===== src/inc/mhri_defines.svh =====
// register offsets, field positions, reset values and timing counts of the modem host register interface
`ifndef MHRI_DEFINES_SVH
`define MHRI_DEFINES_SVH
`define MHRI_REG_DATA_LO 3'h0
`define MHRI_REG_DATA_HI 3'h1
`define MHRI_REG_ADDR_LO 3'h2
`define MHRI_REG_PDATA 3'h3
`define MHRI_REG_CTRL 3'h4
`define MHRI_REG_STATUS 3'h5
`define MHRI_REG_FRAME 3'h7
`define MHRI_CTRL_ADDR8 0
`define MHRI_CTRL_REQ 1
`define MHRI_CTRL_DIR 2
`define MHRI_CTRL_SEND 3
`define MHRI_CTRL_PMODE 4
`define MHRI_CTRL_RAM_IRQ_ENABLE 5
`define MHRI_CTRL_RX_IRQ_ENABLE 6
`define MHRI_CTRL_TX_IRQ_ENABLE 7
`define MHRI_CTRL_RESET 8'h00
`define MHRI_STAT_RESET 8'h40
`define MHRI_FRAME_RESET 8'h00
`define MHRI_FW_VERSION 8'h11
`define MHRI_FLAG_BYTE 8'h7E
`define MHRI_ABORT_BYTE 8'hFF
`define MHRI_MARK 1'b1
`define MHRI_RAM_WAIT 4'h3
`define MHRI_BIT_TIMES_EOF 8
`define MHRI_BIT_CYCLES 16'h208B
`define MHRI_FIFO_DEPTH 8
`endif


===== src/inc/mhri_pkg.sv =====
// types of the modem host register interface
package mhri_pkg;
    typedef enum logic [1:0] {
        MHRI_RAM_IDLE,
        MHRI_RAM_WAIT,
        MHRI_RAM_DONE
    } mhri_ram_state_t;
endpackage : mhri_pkg


===== src/rtl/mhri_fifo.sv =====
// small synchronous fifo with valid/ready on both sides
`timescale 1ns/10ps
`default_nettype none
module mhri_fifo #(
    parameter int WIDTH = 8,
    parameter int DEPTH = 8
) (
    input wire logic clock_i,
    input wire logic sys_rst_i,
    input wire logic in_valid_i,
    output logic in_ready_o,
    input wire logic [WIDTH-1:0] in_data_i,
    output logic out_valid_o,
    input wire logic out_ready_i,
    output logic [WIDTH-1:0] out_data_o
);
    localparam int AW = $clog2(DEPTH);
    logic [WIDTH-1:0] mem_q [DEPTH];
    logic [AW-1:0] wr_q;
    logic [AW-1:0] rd_q;
    logic [AW:0] cnt_q;
    logic push;
    logic pop;
    assign in_ready_o = (cnt_q != (AW+1)'(DEPTH));
    assign out_valid_o = (cnt_q != '0);
    assign out_data_o = mem_q[rd_q];
    assign push = in_valid_i && in_ready_o;
    assign pop = out_valid_o && out_ready_i;
    always_ff @(posedge clock_i) begin
        if (sys_rst_i) begin
            wr_q <= '0;
            rd_q <= '0;
            cnt_q <= '0;
        end else begin
            if (push) begin
                mem_q[wr_q] <= in_data_i;
                wr_q <= (wr_q == AW'(DEPTH-1)) ? '0 : wr_q + 1'b1;
            end
            if (pop) begin
                rd_q <= (rd_q == AW'(DEPTH-1)) ? '0 : rd_q + 1'b1;
            end
            cnt_q <= cnt_q + (AW+1)'(push) - (AW+1)'(pop);
        end
    end
endmodule : mhri_fifo
`default_nettype wire


===== src/rtl/mhri_top.sv =====
// host register port of the modem data pump
`timescale 1ns/10ps
`default_nettype none
`include "mhri_defines.svh"
module mhri_top (
    input wire logic clock_i,
    input wire logic sys_rst_i,
    input wire logic [2:0] register_select_i,
    input wire logic host_cs_n_i,
    input wire logic host_rd_n_i,
    input wire logic host_wr_n_i,
    input wire logic [7:0] host_data_i,
    output logic [7:0] host_data_o,
    output logic host_data_oe_o,
    output logic host_irq_n_o,
    input wire logic request_to_send_n_i,
    output logic transmit_mode_o,
    output logic parallel_mode_o,
    output logic line_signal_detect_n_o,
    input wire logic serial_rx_data_i,
    output logic serial_rx_data_o,
    input wire logic standby_i,
    input wire logic data_mode_ready_i,
    input wire logic qam2400_mode_i,
    input wire logic retrain_seen_i,
    input wire logic retrain_active_i,
    input wire logic dialing_i,
    input wire logic tx_drained_i,
    output logic [8:0] ram_addr_o,
    output logic ram_we_o,
    output logic [15:0] ram_wdata_o,
    input wire logic [15:0] ram_rdata_i,
    input wire logic rx_byte_valid_i,
    input wire logic [7:0] rx_byte_i,
    output logic tx_byte_valid_o,
    input wire logic tx_byte_ready_i,
    output logic [7:0] tx_byte_o,
    input wire logic rx_frame_good_i,
    input wire logic rx_frame_crc_err_i,
    input wire logic rx_frame_abort_i,
    input wire logic rx_frame_first_i,
    input wire logic tx_frame_close_i,
    input wire logic tx_closing_flag_i
);
    // ************************************************************
    // state
    // ************************************************************
    typedef struct packed {
        logic [2:0] sel_s1;
        logic [2:0] sel_s2;
        logic cs_s1;
        logic cs_s2;
        logic rd_s1;
        logic rd_s2;
        logic wr_s1;
        logic wr_s2;
        logic [7:0] din_s1;
        logic [7:0] din_s2;
        logic rts_s1;
        logic rts_s2;
        logic rxd_s1;
        logic rxd_s2;
        logic rd_prev;
        logic wr_prev;
        logic [7:0] data_lo;
        logic [7:0] data_hi;
        logic [7:0] addr_lo;
        logic [7:0] pdata;
        logic [7:0] ctrl;
        logic [7:0] stat;
        logic [7:0] frame;
        logic [7:0] rdata;
        logic oe;
        mhri_pkg::mhri_ram_state_t ram_st;
        logic [3:0] ram_cnt;
        logic ram_we;
        logic [15:0] bit_div;
        logic [3:0] eof_bits;
        logic standby_prev;
    } mhri_state_t;
    mhri_state_t s_q;
    mhri_state_t s_d;
    logic fifo_in_ready;
    logic fifo_push;
    logic rd_strobe;
    logic wr_strobe;
    logic rx_take;
    logic frame_event;
    logic bit_tick;
    logic ram_irq;
    logic rx_irq;
    logic tx_irq;
    assign rd_strobe = !s_q.cs_s2 && !s_q.rd_s2 && s_q.rd_prev;
    assign wr_strobe = !s_q.cs_s2 && !s_q.wr_s2 && s_q.wr_prev;
    assign frame_event = rx_frame_good_i || rx_frame_crc_err_i || rx_frame_abort_i;
    // one pulse per received bit time; the end-of-frame hold counts these, not raw clocks
    assign bit_tick = (s_q.bit_div == 16'h0000);
    // the pump only takes a received byte while the host side is parallel
    assign rx_take = rx_byte_valid_i && s_q.ctrl[`MHRI_CTRL_PMODE] && !s_q.stat[6];
    assign fifo_push = wr_strobe && (s_q.sel_s2 == `MHRI_REG_PDATA) && s_q.ctrl[`MHRI_CTRL_PMODE];
    // ************************************************************
    // transmit buffer
    // ************************************************************
    // host writes to the data register in parallel mode queue here; a full queue drops the byte
    mhri_fifo #(
        .WIDTH(8),
        .DEPTH(`MHRI_FIFO_DEPTH)
    ) u_tx_fifo (
        .clock_i(clock_i),
        .sys_rst_i(sys_rst_i),
        .in_valid_i(fifo_push),
        .in_ready_o(fifo_in_ready),
        .in_data_i(s_q.din_s2),
        .out_valid_o(tx_byte_valid_o),
        .out_ready_i(tx_byte_ready_i),
        .out_data_o(tx_byte_o)
    );
    // ************************************************************
    // next state
    // ************************************************************
    always_comb begin
        s_d = s_q;
        // each pin passes two flops; only the second stage feeds any decode
        s_d.sel_s1 = register_select_i;
        s_d.sel_s2 = s_q.sel_s1;
        s_d.cs_s1 = host_cs_n_i;
        s_d.cs_s2 = s_q.cs_s1;
        s_d.rd_s1 = host_rd_n_i;
        s_d.rd_s2 = s_q.rd_s1;
        s_d.wr_s1 = host_wr_n_i;
        s_d.wr_s2 = s_q.wr_s1;
        s_d.din_s1 = host_data_i;
        s_d.din_s2 = s_q.din_s1;
        s_d.rts_s1 = request_to_send_n_i;
        s_d.rts_s2 = s_q.rts_s1;
        s_d.rxd_s1 = serial_rx_data_i;
        s_d.rxd_s2 = s_q.rxd_s1;
        s_d.rd_prev = s_q.cs_s2 || s_q.rd_s2;
        s_d.wr_prev = s_q.cs_s2 || s_q.wr_s2;
        s_d.ram_we = 1'b0;
        s_d.standby_prev = standby_i;
        s_d.oe = !s_q.cs_s2 && !s_q.rd_s2;
        s_d.stat[0] = 1'b0;
        s_d.stat[3] = 1'b0;
        // ****************************************
        // register reads
        // ****************************************
        if (rd_strobe) begin
            case (s_q.sel_s2)
                `MHRI_REG_DATA_LO: s_d.rdata = s_q.data_lo;
                `MHRI_REG_DATA_HI: s_d.rdata = s_q.data_hi;
                `MHRI_REG_PDATA: s_d.rdata = s_q.pdata;
                `MHRI_REG_CTRL: s_d.rdata = s_q.ctrl;
                `MHRI_REG_STATUS: s_d.rdata = s_q.stat;
                `MHRI_REG_FRAME: s_d.rdata = s_q.frame;
                default: s_d.rdata = 8'h00;
            endcase
            if (s_q.sel_s2 == `MHRI_REG_STATUS) begin
                s_d.stat[5] = 1'b0;
            end
            if (s_q.sel_s2 == `MHRI_REG_PDATA) begin
                s_d.stat[6] = 1'b0;
            end
        end
        // ****************************************
        // register writes
        // ****************************************
        if (wr_strobe) begin
            case (s_q.sel_s2)
                `MHRI_REG_DATA_LO: s_d.data_lo = s_q.din_s2;
                `MHRI_REG_DATA_HI: s_d.data_hi = s_q.din_s2;
                `MHRI_REG_ADDR_LO: s_d.addr_lo = s_q.din_s2;
                `MHRI_REG_PDATA: s_d.stat[7] = 1'b0;
                `MHRI_REG_CTRL: begin
                    s_d.ctrl = s_q.din_s2;
                    if (s_q.din_s2[`MHRI_CTRL_REQ]) begin
                        s_d.stat[5] = 1'b0;
                    end
                end
                // the host is expected to leave the frame status alone
                `MHRI_REG_FRAME: s_d.frame = {5'h00, s_q.din_s2[2:0]};
                default: s_d.ctrl = s_d.ctrl;
            endcase
        end
        // ****************************************
        // ram access sequencer
        // ****************************************
        // a fixed wait models the pump's service time
        case (s_q.ram_st)
            mhri_pkg::MHRI_RAM_IDLE: begin
                if (s_q.ctrl[`MHRI_CTRL_REQ]) begin
                    s_d.ram_st = mhri_pkg::MHRI_RAM_WAIT;
                    s_d.ram_cnt = `MHRI_RAM_WAIT;
                end
            end
            mhri_pkg::MHRI_RAM_WAIT: begin
                if (s_q.ram_cnt == 4'h0) begin
                    s_d.ram_st = mhri_pkg::MHRI_RAM_DONE;
                    s_d.ram_we = s_q.ctrl[`MHRI_CTRL_DIR];
                end else begin
                    s_d.ram_cnt = s_q.ram_cnt - 4'h1;
                end
            end
            mhri_pkg::MHRI_RAM_DONE: begin
                if (!s_q.ctrl[`MHRI_CTRL_DIR]) begin
                    s_d.data_lo = ram_rdata_i[7:0];
                    s_d.data_hi = ram_rdata_i[15:8];
                end
                s_d.ctrl[`MHRI_CTRL_REQ] = 1'b0;
                s_d.stat[5] = 1'b1;
                s_d.ram_st = mhri_pkg::MHRI_RAM_IDLE;
            end
            default: s_d.ram_st = mhri_pkg::MHRI_RAM_IDLE;
        endcase
        // a host write that clears the request aborts the access
        if (s_q.ram_st == mhri_pkg::MHRI_RAM_WAIT && !s_q.ctrl[`MHRI_CTRL_REQ]) begin
            s_d.ram_st = mhri_pkg::MHRI_RAM_IDLE;
            s_d.ram_we = 1'b0;
        end
        // ****************************************
        // modem status
        // ****************************************
        s_d.stat[1] = data_mode_ready_i && !retrain_active_i && !standby_i;
        // retrain flag holds until the pump leaves qam mode
        if (qam2400_mode_i && retrain_seen_i) begin
            s_d.stat[2] = 1'b1;
        end else if (!qam2400_mode_i) begin
            s_d.stat[2] = 1'b0;
        end
        if ((transmit_mode_o && s_q.ctrl[`MHRI_CTRL_SEND]) || dialing_i) begin
            s_d.stat[4] = 1'b1;
        end else if (!s_q.ctrl[`MHRI_CTRL_SEND] && tx_drained_i) begin
            s_d.stat[4] = 1'b0;
        end
        // ****************************************
        // parallel data flow
        // ****************************************
        // hardware sets win over host clears
        if (fifo_push || (tx_byte_valid_o && tx_byte_ready_i)) begin
            s_d.pdata = fifo_push ? s_q.din_s2 : s_d.pdata;
        end
        if (tx_byte_valid_o && tx_byte_ready_i && s_q.ctrl[`MHRI_CTRL_PMODE]) begin
            s_d.stat[7] = 1'b1;
        end
        if (rx_take) begin
            s_d.pdata = rx_byte_i;
            s_d.stat[6] = 1'b1;
        end
        // ****************************************
        // bit-time divider
        // ****************************************
        // restarted by each frame end so the end-of-frame hold spans whole bit times
        if (frame_event || bit_tick) begin
            s_d.bit_div = `MHRI_BIT_CYCLES - 16'h0001;
        end else begin
            s_d.bit_div = s_q.bit_div - 16'h0001;
        end
        if (bit_tick && s_q.eof_bits != 4'h0) begin
            s_d.eof_bits = s_q.eof_bits - 4'h1;
        end
        // ****************************************
        // hdlc receive status
        // ****************************************
        if (rx_frame_first_i && s_q.eof_bits == 4'h0) begin
            s_d.frame[0] = 1'b0;
            s_d.frame[1] = 1'b0;
        end
        if (frame_event) begin
            s_d.frame[0] = 1'b1;
            s_d.stat[6] = 1'b1;
            s_d.eof_bits = 4'(`MHRI_BIT_TIMES_EOF);
            if (rx_frame_good_i) begin
                s_d.frame[1] = 1'b0;
                s_d.pdata = `MHRI_FLAG_BYTE;
            end else begin
                s_d.frame[1] = 1'b1;
                s_d.pdata = rx_frame_abort_i ? `MHRI_ABORT_BYTE : `MHRI_FLAG_BYTE;
            end
        end
        // ****************************************
        // hdlc transmit status
        // ****************************************
        if (tx_frame_close_i) begin
            s_d.frame[2] = 1'b1;
        end else if (tx_closing_flag_i) begin
            s_d.frame[2] = 1'b0;
        end
        // ****************************************
        // standby entry
        // ****************************************
        // acts on the rising edge only, so a held standby does not keep reloading
        if (standby_i && !s_q.standby_prev) begin
            s_d.pdata = `MHRI_FW_VERSION;
            s_d.stat[4] = 1'b0;
            s_d.frame = `MHRI_FRAME_RESET;
        end
    end
    // ************************************************************
    // registers
    // ************************************************************
    always_ff @(posedge clock_i) begin
        if (sys_rst_i) begin
            s_q <= '0;
            // strobe stages reset to the idle high level so no false edge follows reset
            s_q.sel_s1 <= 3'h0;
            s_q.cs_s1 <= 1'b1;
            s_q.cs_s2 <= 1'b1;
            s_q.rd_s1 <= 1'b1;
            s_q.rd_s2 <= 1'b1;
            s_q.wr_s1 <= 1'b1;
            s_q.wr_s2 <= 1'b1;
            s_q.rts_s1 <= 1'b1;
            s_q.rts_s2 <= 1'b1;
            s_q.rxd_s1 <= 1'b1;
            s_q.rxd_s2 <= 1'b1;
            s_q.rd_prev <= 1'b1;
            s_q.wr_prev <= 1'b1;
            s_q.ctrl <= `MHRI_CTRL_RESET;
            s_q.stat <= `MHRI_STAT_RESET | 8'h01;
            s_q.frame <= `MHRI_FRAME_RESET;
            s_q.pdata <= `MHRI_FW_VERSION;
            s_q.ram_st <= mhri_pkg::MHRI_RAM_IDLE;
        end else begin
            s_q <= s_d;
        end
    end
    // ************************************************************
    // outputs
    // ************************************************************
    assign host_data_o = s_q.rdata;
    assign host_data_oe_o = s_q.oe;
    assign ram_irq = s_q.stat[5] && s_q.ctrl[`MHRI_CTRL_RAM_IRQ_ENABLE];
    // receive and transmit sources only count in parallel mode
    assign rx_irq = s_q.stat[6] && s_q.ctrl[`MHRI_CTRL_RX_IRQ_ENABLE] && s_q.ctrl[`MHRI_CTRL_PMODE];
    assign tx_irq = s_q.stat[7] && s_q.ctrl[`MHRI_CTRL_TX_IRQ_ENABLE] && s_q.ctrl[`MHRI_CTRL_PMODE];
    assign host_irq_n_o = !(ram_irq || rx_irq || tx_irq);
    assign transmit_mode_o = s_q.ctrl[`MHRI_CTRL_SEND] || !s_q.rts_s2;
    assign parallel_mode_o = s_q.ctrl[`MHRI_CTRL_PMODE];
    assign line_signal_detect_n_o = !s_q.stat[1];
    assign serial_rx_data_o = s_q.stat[1] ? s_q.rxd_s2 : `MHRI_MARK;
    assign ram_addr_o = {s_q.ctrl[`MHRI_CTRL_ADDR8], s_q.addr_lo};
    assign ram_we_o = s_q.ram_we;
    assign ram_wdata_o = {s_q.data_hi, s_q.data_lo};
endmodule : mhri_top
`default_nettype wire


===== config.mk =====
export PLATFORM = sky130hd
export DESIGN_NAME = mhri_top
export DESIGN_NICKNAME = d
export VERILOG_FILES = /design/src/inc/mhri_pkg.sv /design/src/rtl/mhri_fifo.sv /design/src/rtl/mhri_top.sv
export VERILOG_INCLUDE_DIRS = /design/src /design/src/inc
export SDC_FILE = /design/constraint.sdc
export NUM_CORES = 1
export LEC_CHECK = 0
export BUFFER_PORTS_ARGS = -buffer_cell sky130_fd_sc_hd__buf_4
export CAP_MARGIN = 20
export CORE_UTILIZATION = 52
export DETAILED_ROUTE_END_ITERATION = 8
export GPL_TIMING_DRIVEN = 0
export PLACE_DENSITY = 0.73
export SYNTH_ARGS = -nofsm -noshare
export SYNTH_HDL_FRONTEND = slang
export SYNTH_SLANG_ARGS = --single-unit

===== constraint.sdc =====
create_clock -name clock_i -period 2.26 [get_ports clock_i]
set_input_delay 0.113 -clock clock_i [delete_from_list [all_inputs] [get_ports clock_i]]
set_output_delay 0.113 -clock clock_i [all_outputs]
set_load 0.1 [all_outputs]

# Word-level counts from Yosys, hierarchy flattened
# Memory sizes are Yosys's and may differ from the RTL's. A register that Yosys moved wholly into a read port is not among the register bits.
# Cells that the tools add are included.
# totals
reg_bits,132
latchBits,0
ramBits,64
romBits,0
input_bits,57
out_inout_bits,49
mem_count,1
# op_classes
addsub,7
n_mul,0
div_mod_pow,0
order_cmp,0
n_eq_ne,15
n_shift,0
muxes,56
bitwise_logic,2
reduce_logical,81
# memory_table
name,words,word_bits,rd,rd_clocked_by_memory_dff,write_ports,line_no,source
u_tx_fifo.mem_q,8,8,1,1,1,mhri_fifo.sv:18,logic [WIDTH-1:0] mem_q [DEPTH];
# op_table
operator,count
$mux 8,11
$mux 16,3
$pmux 8 s6,1
$mux 46,1
$logic_and 1x1->1,25
$mux 24,1
$mux 1,23
$mux 3,6
$reduce_bool 3->1,6
$logic_not 16->1,1
$reduce_and 2->1,8
$sub 16x1->16 const B,1
$eq 3x3->1 const B,5
$logic_not 1->1,12
$mux 4,3
$logic_or 1x1->1,10
$reduce_bool 2->1,5
$reduce_or 2->1,5
$logic_not 4->1,2
$mux 2,4
$pmux 4 s2,1
$reduce_bool 4->1,2
$sub 4x1->4 const B,2
$add 3x1->3 const B,2
17 further kinds,21

# Longest topological paths before layout
# Gate-level depths: netlist (run 1).
# depth
word_depth,9
ltp_mapped,12
ltp_nobuf,12

# Hierarchy
# Synthesis (run 1) repeated with hierarchy kept, for this count alone.
# hier_totals
hier_cells,750
area_unflattened_um2,8424.3
# by_module_without_submodules
module,n_inst,cells_per_inst,area_per_inst_um2,seq_area_each_um2
mhri_top,1,579,5227.5,2422.3
mhri_fifo,1,171,3196.8,2182.1

# Least setup slack after synthesis (run 1)
# Ideal clock, no wire load.
# synth_timing
path_type,reg-to-reg
startpoint,reg s_q (netlist bit parallel_mode_o)
endpoint,mem u_tx_fifo.mem_q[3][0] (enable)
setup_time_ps,385
t_arrival_ps,2488
t_required_ps,1875
slack_ps,-613
path_stages_with_launch,5
n_path_buf,0
synth_period_minus_slack_ps,2873
cell_sequence,dfxtp_1 > nand4_1 > inv_1 > nand3_1 > nor3b_1
# synth_between
elab_chain_cells,5
# synth_lines
element,line_no,source
"start, declared",mhri_top.sv:81,mhri_state_t s_q;
$logic_and 1x1->1,mhri_top.sv:100,assign fifo_push = wr_strobe && (s_q.sel_s2 == `MHRI_REG_PDATA) && s_q.ctrl[`MHRI_CTRL_PMODE];
$logic_and 1x1->1,mhri_fifo.sv:27,assign push = in_valid_i && in_ready_o;
$mux 1,mhri_fifo.sv:35,if (push) begin
$mux 1,mhri_fifo.sv:30,if (sys_rst_i) begin
$mux 1 (implied by the code),mhri_fifo.sv:36,mem_q[wr_q] <= in_data_i;
"end, declared",mhri_fifo.sv:18,
# No other way between the ends.

# Final worst setup path (run 1)
# layout_timing
startpoint,reg u_tx_fifo.cnt_q[3]
endpoint,reg u_tx_fifo.cnt_q[1]
# layout_rtl
element,line_no,source
"start, declared",mhri_fifo.sv:21,logic [AW:0] cnt_q;
"start signal, assigned",mhri_fifo.sv:42,cnt_q <= cnt_q + (AW+1)'(push) - (AW+1)'(pop);
$reduce_bool 4->1,mhri_fifo.sv:25,assign out_valid_o = (cnt_q != '0);
$logic_and 1x1->1,mhri_fifo.sv:28,assign pop = out_valid_o && out_ready_i;
named net u_tx_fifo.pop,mhri_fifo.sv:23,logic pop;
$sub 4x1->4,mhri_fifo.sv:42,
# The timed path passes the listed nets, and every way through them passes these cells.
# A chain may end at the register's enable or synchronous reset.

==> impl_metrics.py, run 1 <==
metrics = {
    "drt": {
        "drt-pass1-iter-count": 4,
        "drc": 0,
        "routed_wl_um": 21200,
        "drtIter0Drc": 551,
        "num_vias": 6360,
        "wl_per_cell_um": 18.5,
        "ant_nets": 0,
        "via_per_inst": 5.56,
    },
    "sta": {
        "fin_crit_ns": 2.22,
        "fmax_ghz": 0.450,
        "final_max_slew_viol_count": 0,
        "setup_slack_ns": 0.0361,
        "hold_slack_ns": 0.0184,
        "finalHoldViolCount": 0,
        "finalCritPeriodShare_pct": 98.4,
        "skew_ns": 0.00978,
        "tightest_slew_ns": 0.758,
        "setup_violations": 0,
        "slew_headroom_pct": 49.4,
    },
    "pwr": {
        "power.density_nw_per_um2": 808,
        "ir_worst_vdd_v": 0.000535,
        "p_leak_nw": 4.12,
        "switching_power_mw": 2.44,
        "seq_power_share_pct": 44.9,
        "internal_power_mw": 6.20,
        "power.clock.fraction_pct": 34.8,
        "combPwrFrac_pct": 20.3,
        "p_sw_share_pct": 28.2,
    },
    "global_routing": {
        "busiest_layer": "met2",
        "met2_usage_pct": 44.0,
        "grt_pass1_vias": 6444,
        "grt_max_degree": 18,
        "overflow": 0,
        "grt_pass1_wl_um": 32700,
        "use_met1_pct": 32.3,
        "grt_use_met3_pct": 5.45,
        "antenna_found_initial": 0,
        "grt_util_all_layers_pct": 26.3,
    },
    "logic_synthesis": {
        "ys_types": 61,
        "async_reset_ff_share_pct": 0,
        "synth_area_per_cell_um2": 11.2,
        "syn-num-nets": 821,
        "syn-cell-area_um2": 8360,
        "post_synth_inst_count": 748,
        "ys_ff_latch": 198,
        "ys_seq_area_share_pct": 55.0,
        "yosys_warnings": 0,
        "synth_flop_cell": "dfxtp_1",
        "synth_edf_count": 64,
    },
    "place": {
        "gp_congestion": 0.875,
        "dp_hpwl_um": 14500,
        "io_buffers": 105,
        "pre_cts_ws_ns": -0.590,
    },
    "setup_path": {
        "path_class": "flip-flop to flip-flop",
        "cp_top_family": "adder cells",
        "cp_max_fo": 3,
        "r2r-start": "u_tx_fifo.cnt_q[3]$_SDFF_PP0_",
        "required_ns": 2.61,
        "slowest_stage": "fa_2",
        "cp_cell_sequence": "inv_2 > ha_4 > or3b_4 > nand2_4 > inv_4 > ha_4 > inv_2 > ha_4 > fa_2 > nor2b_1",
        "crit_top_cell": "ha_4",
        "start_kind": "flip-flop",
        "cp.depth": 10,
        "reg2reg_depth": 10,
        "slowest_delay_ns": 0.51,
        "crit_buf_inv": 3,
        "endpoint_kind": "flip-flop",
        "cp-startpoint": "u_tx_fifo.cnt_q[3]$_SDFF_PP0_",
        "cp.arrival_ns": 2.58,
    },
    "clock_tree": {
        "root_buffer": "clkbuf_16",
        "cts_tree": "yes",
        "numCtsBuffers": 17,
        "cts_max_level": 4,
        "cts.clk_slew.worst_paths_ns": 0.07,
        "clock_path_buffers": 2,
        "clock_sinks": 198,
        "clk_latency_ns": 0.43,
    },
    "min_path": {
        "min_from": "rx_frame_first_i",
        "worstHoldPathCells": 3,
        "hp-class": "primary input to flip-flop",
    },
    "job": {
        "maxCapViolCount": 0,
    },
    "run_status": {
        "status": "completed",
    },
    "floorplan": {
        "dieWidth_um": 129,
        "initial_core_util_pct": 54.2,
        "dieArea_um2": 16600,
        "num_io_pins": 106,
        "core_area_um2": 15400,
        "die_h_um": 129,
        "rows": 45,
    },
    "layout": {
        "num-fill-cells": 1128,
        "drive_above_1_share_pct": 29.2,
        "utilization_pct": 69.3,
        "final_net_count": 993,
        "area_growth_syn_to_layout_pct": 27.7,
        "antenna_cells": 0,
    },
}
## synth_stat cells (all sizes together) (3+ instances only)
cell type | n | share of area, %
and3b | 3 | 0.31
or3 | 9 | 0.67
mux4 | 16 | 4.3
nand2b | 6 | 0.45
o21ai | 23 | 1.4
nor4 | 5 | 0.81
or2 | 11 | 0.82
xnor2 | 6 | 0.63
nor3b | 9 | 0.81
dfxtp | 134 | 32
xor2 | 9 | 0.94
mux2 | 13 | 1.8
or3b | 3 | 0.31
a311oi | 22 | 2.3
nor2b | 26 | 1.9
nor2 | 62 | 2.8
nand2 | 57 | 2.6
a22oi | 8 | 0.72
mux2i | 28 | 3.4
nor3 | 9 | 0.54
nand3b | 5 | 0.45
ha | 15 | 2.2
edfxtp | 64 | 23
o2bb2ai | 7 | 0.73
clkbuf | 26 | 1.2
inv | 27 | 1.2
nand4 | 7 | 0.70
buf | 44 | 3.6
a21oi | 30 | 1.8
o21bai | 4 | 0.36
nand3 | 32 | 1.9
## per-stage QoR
step                area (um2)  power (mW)  setup TNS (ns)  instances
global placement          9440        5.39          -31.22       1064
floorplan                 8390        5.06           -4.74        748
detailed placement        9480        5.44          -21.05       1067
global route             10700        8.93         -0.0183       1144
CTS                      10600        8.53               0       1141
finish                   10700        8.64               0       1144
## worst paths after layout
path                                    to  slack, ns
min reg2reg            s_q[117]$_SDFF_PP1_       0.41
max          u_tx_fifo.cnt_q[1]$_SDFF_PP0_       0.04
min                   s_q[37]$_SDFFE_PP0P_       0.02
max reg2reg  u_tx_fifo.cnt_q[1]$_SDFF_PP0_       0.04
## area by class of cell
class	instances	area, um2	area share, %
tap	211	264	2.47
multi-input combinational	453	3400	31.9
sequential	198	4610	43.1
timing repair buffer	155	1290	12.1
inverter	27	106	0.995
buffer	68	417	3.90
clock buffer	18	439	4.11
clock inverter	14	155	1.45
## flip-flops by register name, indices dropped and copies added (netlist names), named ones only
register / cells
ram_we_o: 1
parallel_mode_o: 1
host_data_o: 8
u_tx_fifo.rd_q: 3
ram_addr_o: 9
u_tx_fifo.wr_q: 3
s_q: 69
u_tx_fifo.cnt_q: 4
s_d: 16
host_data_oe_o: 1
ram_wdata_o: 16
u_tx_fifo.mem_q: 64
## per-layer routing
layer	up-vias	part of all wire, %
met4	0	3.4
met1	3056	42
met2	258	48
met3	53	6.5
met5	-	0
li1	2993	-
## worst register-to-register path, delay by kind of cell, from the launching register on
family,cells,cell delay (ns)
fa+ha+maj,4,1.05
buf+inv,3,0.17
flops,1,0.33
simple gates,3,0.61
## repair_timing
action                                 4_1_cts  5_1_grt
endpoints found under the hold margin       30        0
setup endpoints to repair                   73       72
buffers inserted                             8        4
pin swaps                                    5        5
resized for setup                           23       17
cloned                                       0        0
hold buffers                                35        0
## power groups by stage
stage | combinational [mW] | clock [mW] | sequential [mW]
2_1_floorplan | 1.16 | 0 | 3.90
3_3_place_gp | 1.46 | 0 | 3.93
3_5_place_dp | 1.50 | 0 | 3.94
4_1_cts | 1.62 | 3.04 | 3.87
5_1_grt | 1.86 | 3.18 | 3.89
6_report | 1.75 | 3.01 | 3.88
## cells in the final DEF, fill, tap and decap left out, types with 24 or more instances in the layout
master,count
nand3_1,31
edfxtp_1,64
dfxtp_1,131
nor2b_1,25
a21oi_1,28
mux2i_1,28
dlygate4sd3_1,35
buf_4,147
nand2_1,56
nor2_1,61
clkbuf_1,24
## cell families (layout without fill, tap and decap cells)
family                   Yosys count  after routing  synth area share (%)
XOR/XNOR                          15             15                  1.57
AO/OA/AOI/OAI                    110            110                  9.11
buffers and inverters             97            282                  5.95
multiplexers                      57             57                  9.41
adder cells (fa/ha/maj)           16             16                  2.48
flip-flops                       198            198                  55.0
AND/OR/NAND/NOR                  255            255                  16.4
Power figures use the tool's default switching activity.
==> inputs of run 2 (changes only) <==
--- a/config.mk
+++ b/config.mk
@@ -11,7 +11,9 @@
 export CORE_UTILIZATION = 52
 export DETAILED_ROUTE_END_ITERATION = 8
 export GPL_TIMING_DRIVEN = 0
+export MAX_ROUTING_LAYER = met4
 export PLACE_DENSITY = 0.73
+export RECOVER_POWER = 50
 export SYNTH_ARGS = -nofsm -noshare
 export SYNTH_HDL_FRONTEND = slang
 export SYNTH_SLANG_ARGS = --single-unit
==> run 2 against run 1 <==
Routed wire length increased by 3.2%. Via count increased by 1.6%. Non-clock buffer count increased by 5. Critical path depth unchanged. Worst hold slack got worse by 0.0063 ns. Flip-flop and latch count unchanged. Sequential share of layout area increased by 0.38 points. Global-route usage increased by 1.1 points. Design area decreased by 0.85%. Worst setup slack improved by 0.0042 ns. Clock power increased by 3%. Maximum frequency increased by 0.19%. Critical endpoint unchanged. Largest power group unchanged.
==> impl_metrics.py, run 2 (synthesis results as in run 1) <==
metrics = {
    "run_status": {
        "status": "completed",
    },
    "drt": {
        "routed_wl_um": 21800,
        "drt-pass1-iter-count": 5,
        "via_per_inst": 5.62,
        "wl_per_cell_um": 19.0,
        "ant_nets": 0,
        "drc": 0,
        "drtIter0Drc": 476,
        "num_vias": 6462,
    },
    "setup_path": {
        "endpoint_kind": "flip-flop",
        "cp_cell_sequence": "inv_2 > ha_4 > or3b_4 > nand2_4 > inv_4 > ha_4 > inv_2 > ha_4 > fa_2 > nor2b_1",
        "slowest_stage": "fa_2",
        "slowest_delay_ns": 0.52,
        "required_ns": 2.63,
        "path_class": "flip-flop to flip-flop",
        "start_kind": "flip-flop",
        "cp_max_fo": 2,
        "cp.arrival_ns": 2.59,
        "reg2reg_depth": 10,
        "crit_top_cell": "ha_4",
    },
    "layout": {
        "regMostFlops": "s_q",
        "layout_commonest_cell": "dfxtp_1",
        "drive_above_1_share_pct": 25.5,
        "regArea_um2": 4610,
        "final_cells": 1149,
        "num-fill-cells": 1181,
        "multi_input_comb_area_um2": 3420,
        "final_cell_mix": "dfxtp_1, buf_4, edfxtp_1, clkbuf_1, nor2_1",
        "top_regs": "s_q: 69 flops, u_tx_fifo.mem_q: 64 flops",
        "final_net_count": 998,
        "largest_reg_flops": 69,
        "antenna_cells": 0,
        "utilization_pct": 68.7,
        "fin_area_um2": 10600,
        "area_growth_syn_to_layout_pct": 26.7,
    },
    "floorplan": {
        "rows": 45,
        "core_area_um2": 15400,
        "initial_core_util_pct": 54.2,
        "die_h_um": 129,
        "dieWidth_um": 129,
        "num_io_pins": 106,
        "dieArea_um2": 16600,
    },
    "pwr": {
        "ir_worst_vdd_v": 0.000519,
        "power.density_nw_per_um2": 831,
        "p_leak_nw": 4.01,
    },
    "place": {
        "io_buffers": 105,
        "gp_congestion": 0.897,
        "pre_cts_ws_ns": -0.542,
        "dp_hpwl_um": 14700,
        "dpl_cell_area_um2": 9480,
        "placed_cells": 1068,
    },
    "clock_tree": {
        "cts.clk_slew.worst_paths_ns": 0.07,
        "cts_tree": "yes",
        "numCtsBuffers": 17,
        "clock_path_buffers": 2,
        "clk_latency_ns": 0.43,
        "cts_max_level": 4,
        "root_buffer": "clkbuf_16",
        "clock_sinks": 198,
    },
    "global_routing": {
        "antenna_found_initial": 0,
        "grt_pass1_vias": 6330,
        "grt_pass1_wl_um": 32900,
        "grt_max_degree": 18,
        "overflow": 0,
        "grt_util_all_layers_pct": 27.4,
    },
    "min_path": {
        "hp-class": "primary input to flip-flop",
        "worstHoldPathCells": 3,
    },
    "sta": {
        "final_max_slew_viol_count": 0,
        "setup_violations": 0,
        "finalCritPeriodShare_pct": 98.2,
        "fin_crit_ns": 2.22,
        "fmax_ghz": 0.451,
        "finalHoldViolCount": 0,
        "skew_ns": 0.00578,
        "tightest_slew_ns": 1.18,
        "setup_slack_ns": 0.0403,
        "slew_headroom_pct": 21.9,
    },
    "job": {
        "maxCapViolCount": 0,
    },
}
run 2: changes by cell type in the layout (fill, tap and decap cells not counted), moves of 2 or more:
cell and delta:
buf_2 +2, clkbuf_2 +6, clkinv_4 -3, inv_6 +4
buf_1 +2, clkbuf_1 +36, buf_4 -40, inv_4 -2
run 2: per-stage QoR:
| stage | setup TNS [ns] | power, mW | hold slack, ns |
|---|---|---|---|
| after global routing | -0.0457 | 9.09 | 0.00543 |
| after floorplan | -4.74 | 5.06 | 0.141 |
| after global placement | -29.93 | 5.39 | 0.282 |
| after CTS | 0 | 8.68 | 0.00135 |
| final | 0 | 8.80 | 0.0121 |
| after detailed placement | -18.99 | 5.45 | 0.281 |
run 2: worst max-delay path: cells and delay by family (launching register included):
kind	cells	cell delay (ns)
fa+ha+maj	4	1.05
buf+inv	3	0.16
flops	1	0.33
simple gates	3	0.60
run 2: power by group:
group | switching [mW] | total (mW) | internal [mW]
clock | 1.32 | 3.09 | 1.77
combinational | 1.04 | 1.83 | 0.793
sequential | 0.113 | 3.88 | 3.77
total | 2.47 | 8.80 | 6.33
run 2: path summary, 6_finish.rpt:
path | from | to | slack [ns]
worst max-delay path | u_tx_fifo.cnt_q[3]$_SDFF_PP0_ | u_tx_fifo.cnt_q[1]$_SDFF_PP0_ | 0.04
worst min-delay path | ram_rdata_i[2] | ram_wdata_o[2]$_SDFF_PP0_ | 0.01
worst max register to register | u_tx_fifo.cnt_q[3]$_SDFF_PP0_ | u_tx_fifo.cnt_q[1]$_SDFF_PP0_ | 0.04
worst min register to register | s_d[115]$_SDFF_PP1_ | s_q[115]$_SDFF_PP1_ | 0.41
run 2: routing by layer:
metal,vias up,GRT usage [%],share of wire (%)
li1,3007,-,-
met1,3100,33.1,41
met2,290,43.8,48
met3,65,5.82,7.2
met4,0,12.7,4.1
met5,-,-,0
run 2: layout make-up:
| type | instances | share of cell area, % |
|---|---|---|
| inverter | 27 | 0.980 |
| multi-input combinational | 453 | 32.3 |
| buffer | 69 | 3.94 |
| clock buffer | 19 | 4.29 |
| sequential | 198 | 43.5 |
| clock inverter | 13 | 1.46 |
| timing repair buffer | 159 | 11.1 |
| tap | 211 | 2.49 |
run 2: repair_timing:
action / CTS / global route
hold buffers: 36 / 0
endpoints found under the setup margin: 73 / 40
setup buffers: 10 / 4
gates resized for setup: 28 / 14
endpoints found under the hold margin: 31 / 0
pin swaps: 7 / 4
==> inputs of run 3 (changes only) <==
--- a/config.mk
+++ b/config.mk
@@ -8,11 +8,12 @@
 export LEC_CHECK = 0
 export BUFFER_PORTS_ARGS = -buffer_cell sky130_fd_sc_hd__buf_4
 export CAP_MARGIN = 20
+export CORE_MARGIN = 3
 export CORE_UTILIZATION = 52
 export DETAILED_ROUTE_END_ITERATION = 8
 export GPL_TIMING_DRIVEN = 0
 export MAX_ROUTING_LAYER = met4
-export PLACE_DENSITY = 0.73
+export PLACE_DENSITY = 0.74
 export RECOVER_POWER = 50
 export SYNTH_ARGS = -nofsm -noshare
 export SYNTH_HDL_FRONTEND = slang
==> run 3 against run 2 <==
Clock power is 5% lower. Die area increased by 6.3%. Cell count is 0.26% higher. Sequential power is essentially flat. Largest power group unchanged. Largest cell class unchanged. Critical path type unchanged. First-iteration DRC count rose by 12%.
==> impl_metrics.py, run 3 (synthesis results as in run 1) <==
metrics = {
    "clock_tree": {
        "cts_tree": "yes",
        "cts.clk_slew.worst_paths_ns": 0.07,
        "numCtsBuffers": 17,
        "clock_path_buffers": 2,
        "clock_sinks": 198,
        "clk_latency_ns": 0.43,
        "root_buffer": "clkbuf_16",
        "cts_max_level": 4,
    },
    "layout": {
        "final_cell_mix": "dfxtp_1, buf_4, edfxtp_1, clkbuf_1, nor2_1",
        "largest_reg_flops": 69,
        "drive_above_1_share_pct": 25.4,
        "num-fill-cells": 1140,
        "top_regs": "s_q: 69 flops, u_tx_fifo.mem_q: 64 flops",
        "layout_commonest_cell": "dfxtp_1",
        "antenna_cells": 0,
        "utilization_pct": 68.4,
        "regMostFlops": "s_q",
        "final_net_count": 1001,
        "area_growth_syn_to_layout_pct": 26.6,
    },
    "setup_path": {
        "path_class": "flip-flop to flip-flop",
        "cp.arrival_ns": 2.50,
        "start_kind": "flip-flop",
        "required_ns": 2.56,
        "cp_max_fo": 2,
        "crit_buf_inv": 3,
        "slowest_stage": "or3b_4",
        "endpoint_kind": "flip-flop",
        "cp_top_family": "adder cells",
        "cp_cell_sequence": "inv_2 > ha_4 > or3b_4 > nand2_4 > inv_4 > ha_4 > inv_2 > ha_4 > fa_2 > xnor2_2 > nor2_1",
        "crit_top_cell": "ha_4",
        "slowest_delay_ns": 0.40,
    },
    "pwr": {
        "p_leak_nw": 3.98,
        "power.density_nw_per_um2": 812,
        "ir_worst_vdd_v": 0.000538,
    },
    "sta": {
        "finalHoldViolCount": 0,
        "final_max_slew_viol_count": 0,
        "skew_ns": 0.0103,
        "tightest_slew_ns": 1.18,
        "slew_headroom_pct": 21.5,
        "setup_violations": 0,
        "tns_ns": 0,
        "fmax_ghz": 0.455,
        "finalCritPeriodShare_pct": 97.3,
        "fin_crit_ns": 2.20,
    },
    "drt": {
        "num_vias": 6380,
        "drtIter0Drc": 534,
        "drt-pass1-iter-count": 8,
        "routed_wl_um": 22000,
        "wl_per_cell_um": 19.1,
        "ant_nets": 0,
        "via_per_inst": 5.54,
        "drc": 0,
    },
    "global_routing": {
        "grt_max_degree": 20,
        "antenna_found_initial": 0,
        "overflow": 0,
        "grt_util_all_layers_pct": 25.8,
        "grt_pass1_wl_um": 34600,
        "grt_pass1_vias": 6434,
    },
    "run_status": {
        "status": "completed",
    },
    "floorplan": {
        "die_h_um": 133,
        "dieWidth_um": 133,
        "num_io_pins": 106,
        "core_area_um2": 15500,
        "dieArea_um2": 17600,
        "rows": 45,
        "initial_core_util_pct": 54.0,
    },
    "place": {
        "gp_congestion": 0.941,
        "io_buffers": 105,
        "dp_hpwl_um": 14900,
    },
    "min_path": {
        "hp-class": "primary input to flip-flop",
    },
    "job": {
        "maxCapViolCount": 0,
    },
}
-- run 3: cell types whose count changed in the layout (fill, tap and decap cells not counted), sizes merged --
cell         change
bufinv           -2
buf              -3
clkbuf           +2
dlygate4sd3      +5
clkinv           +1
-- run 3: final cells by class --
type	instances	area [um2]	area share, %
plain buffers	69	418	3.95
clock buffers	20	437	4.12
clock inverters	12	134	1.26
inverters	27	109	1.03
multi-input cells	453	3430	32.4
flip-flops and latches	198	4610	43.5
well taps	211	264	2.49
repair buffers	162	1190	11.3
-- run 3: tightest hold or removal path, cell delays in order --
cell and delay (ns):
buf_4 0.11, nor2_1 0.11, a311oi_1 0.06
-- run 3: worst paths after layout --
kind | depth (start not counted) | end | startpoint | slack [ns]
setup / recovery | 11 | u_tx_fifo.cnt_q[2]$_SDFF_PP0_ | u_tx_fifo.cnt_q[3]$_SDFF_PP0_ | 0.06
hold / removal | 3 | ram_wdata_o[7]$_SDFF_PP0_ | ram_rdata_i[7] | 0.01
setup reg to reg | 11 | u_tx_fifo.cnt_q[2]$_SDFF_PP0_ | u_tx_fifo.cnt_q[3]$_SDFF_PP0_ | 0.06
hold reg to reg | 1 | s_q[117]$_SDFF_PP1_ | s_d[117]$_SDFF_PP1_ | 0.41
-- run 3: where the power goes --
group	internal [mW]	total, mW	switching (mW)
sequential	3.77	3.89	0.114
combinational	0.762	1.78	1.02
clock	1.56	2.93	1.37
-- run 3: through the flow --
stage / hold WS, ns / power, mW / instances / area, um2 / worst slack [ns]
global placement: 0.264 / 5.40 / 1064 / 9440 / -0.729
finish: 0.0107 / 8.60 / 1152 / 10600 / 0.0599
global route: 0.0153 / 8.92 / 1152 / 10600 / -0.0199
CTS: 0.000374 / 8.55 / 1150 / 10700 / 0.0152
floorplan: 0.141 / 5.06 / 748 / 8390 / -0.175
detailed placement: 0.268 / 5.45 / 1067 / 9470 / -0.531
-- run 3: timing repair --
item                       in CTS  in global routing
setup endpoints to repair      75                 65
gates resized for setup        32                 14
pin swaps                       5                  8
buffers inserted               11                  2
hold endpoints to repair       36                  0
hold buffers                   41                  0
-- run 3: layer usage --
layer	up-vias	track usage [%]	share of wire (%)	wire length [um]
met5	-	-	0	0
li1	3007	-	-	-
met1	3114	32.5	42	9230
met4	0	8.20	2.0	432
met2	220	42.5	50	11000
met3	39	4.60	6.1	1350
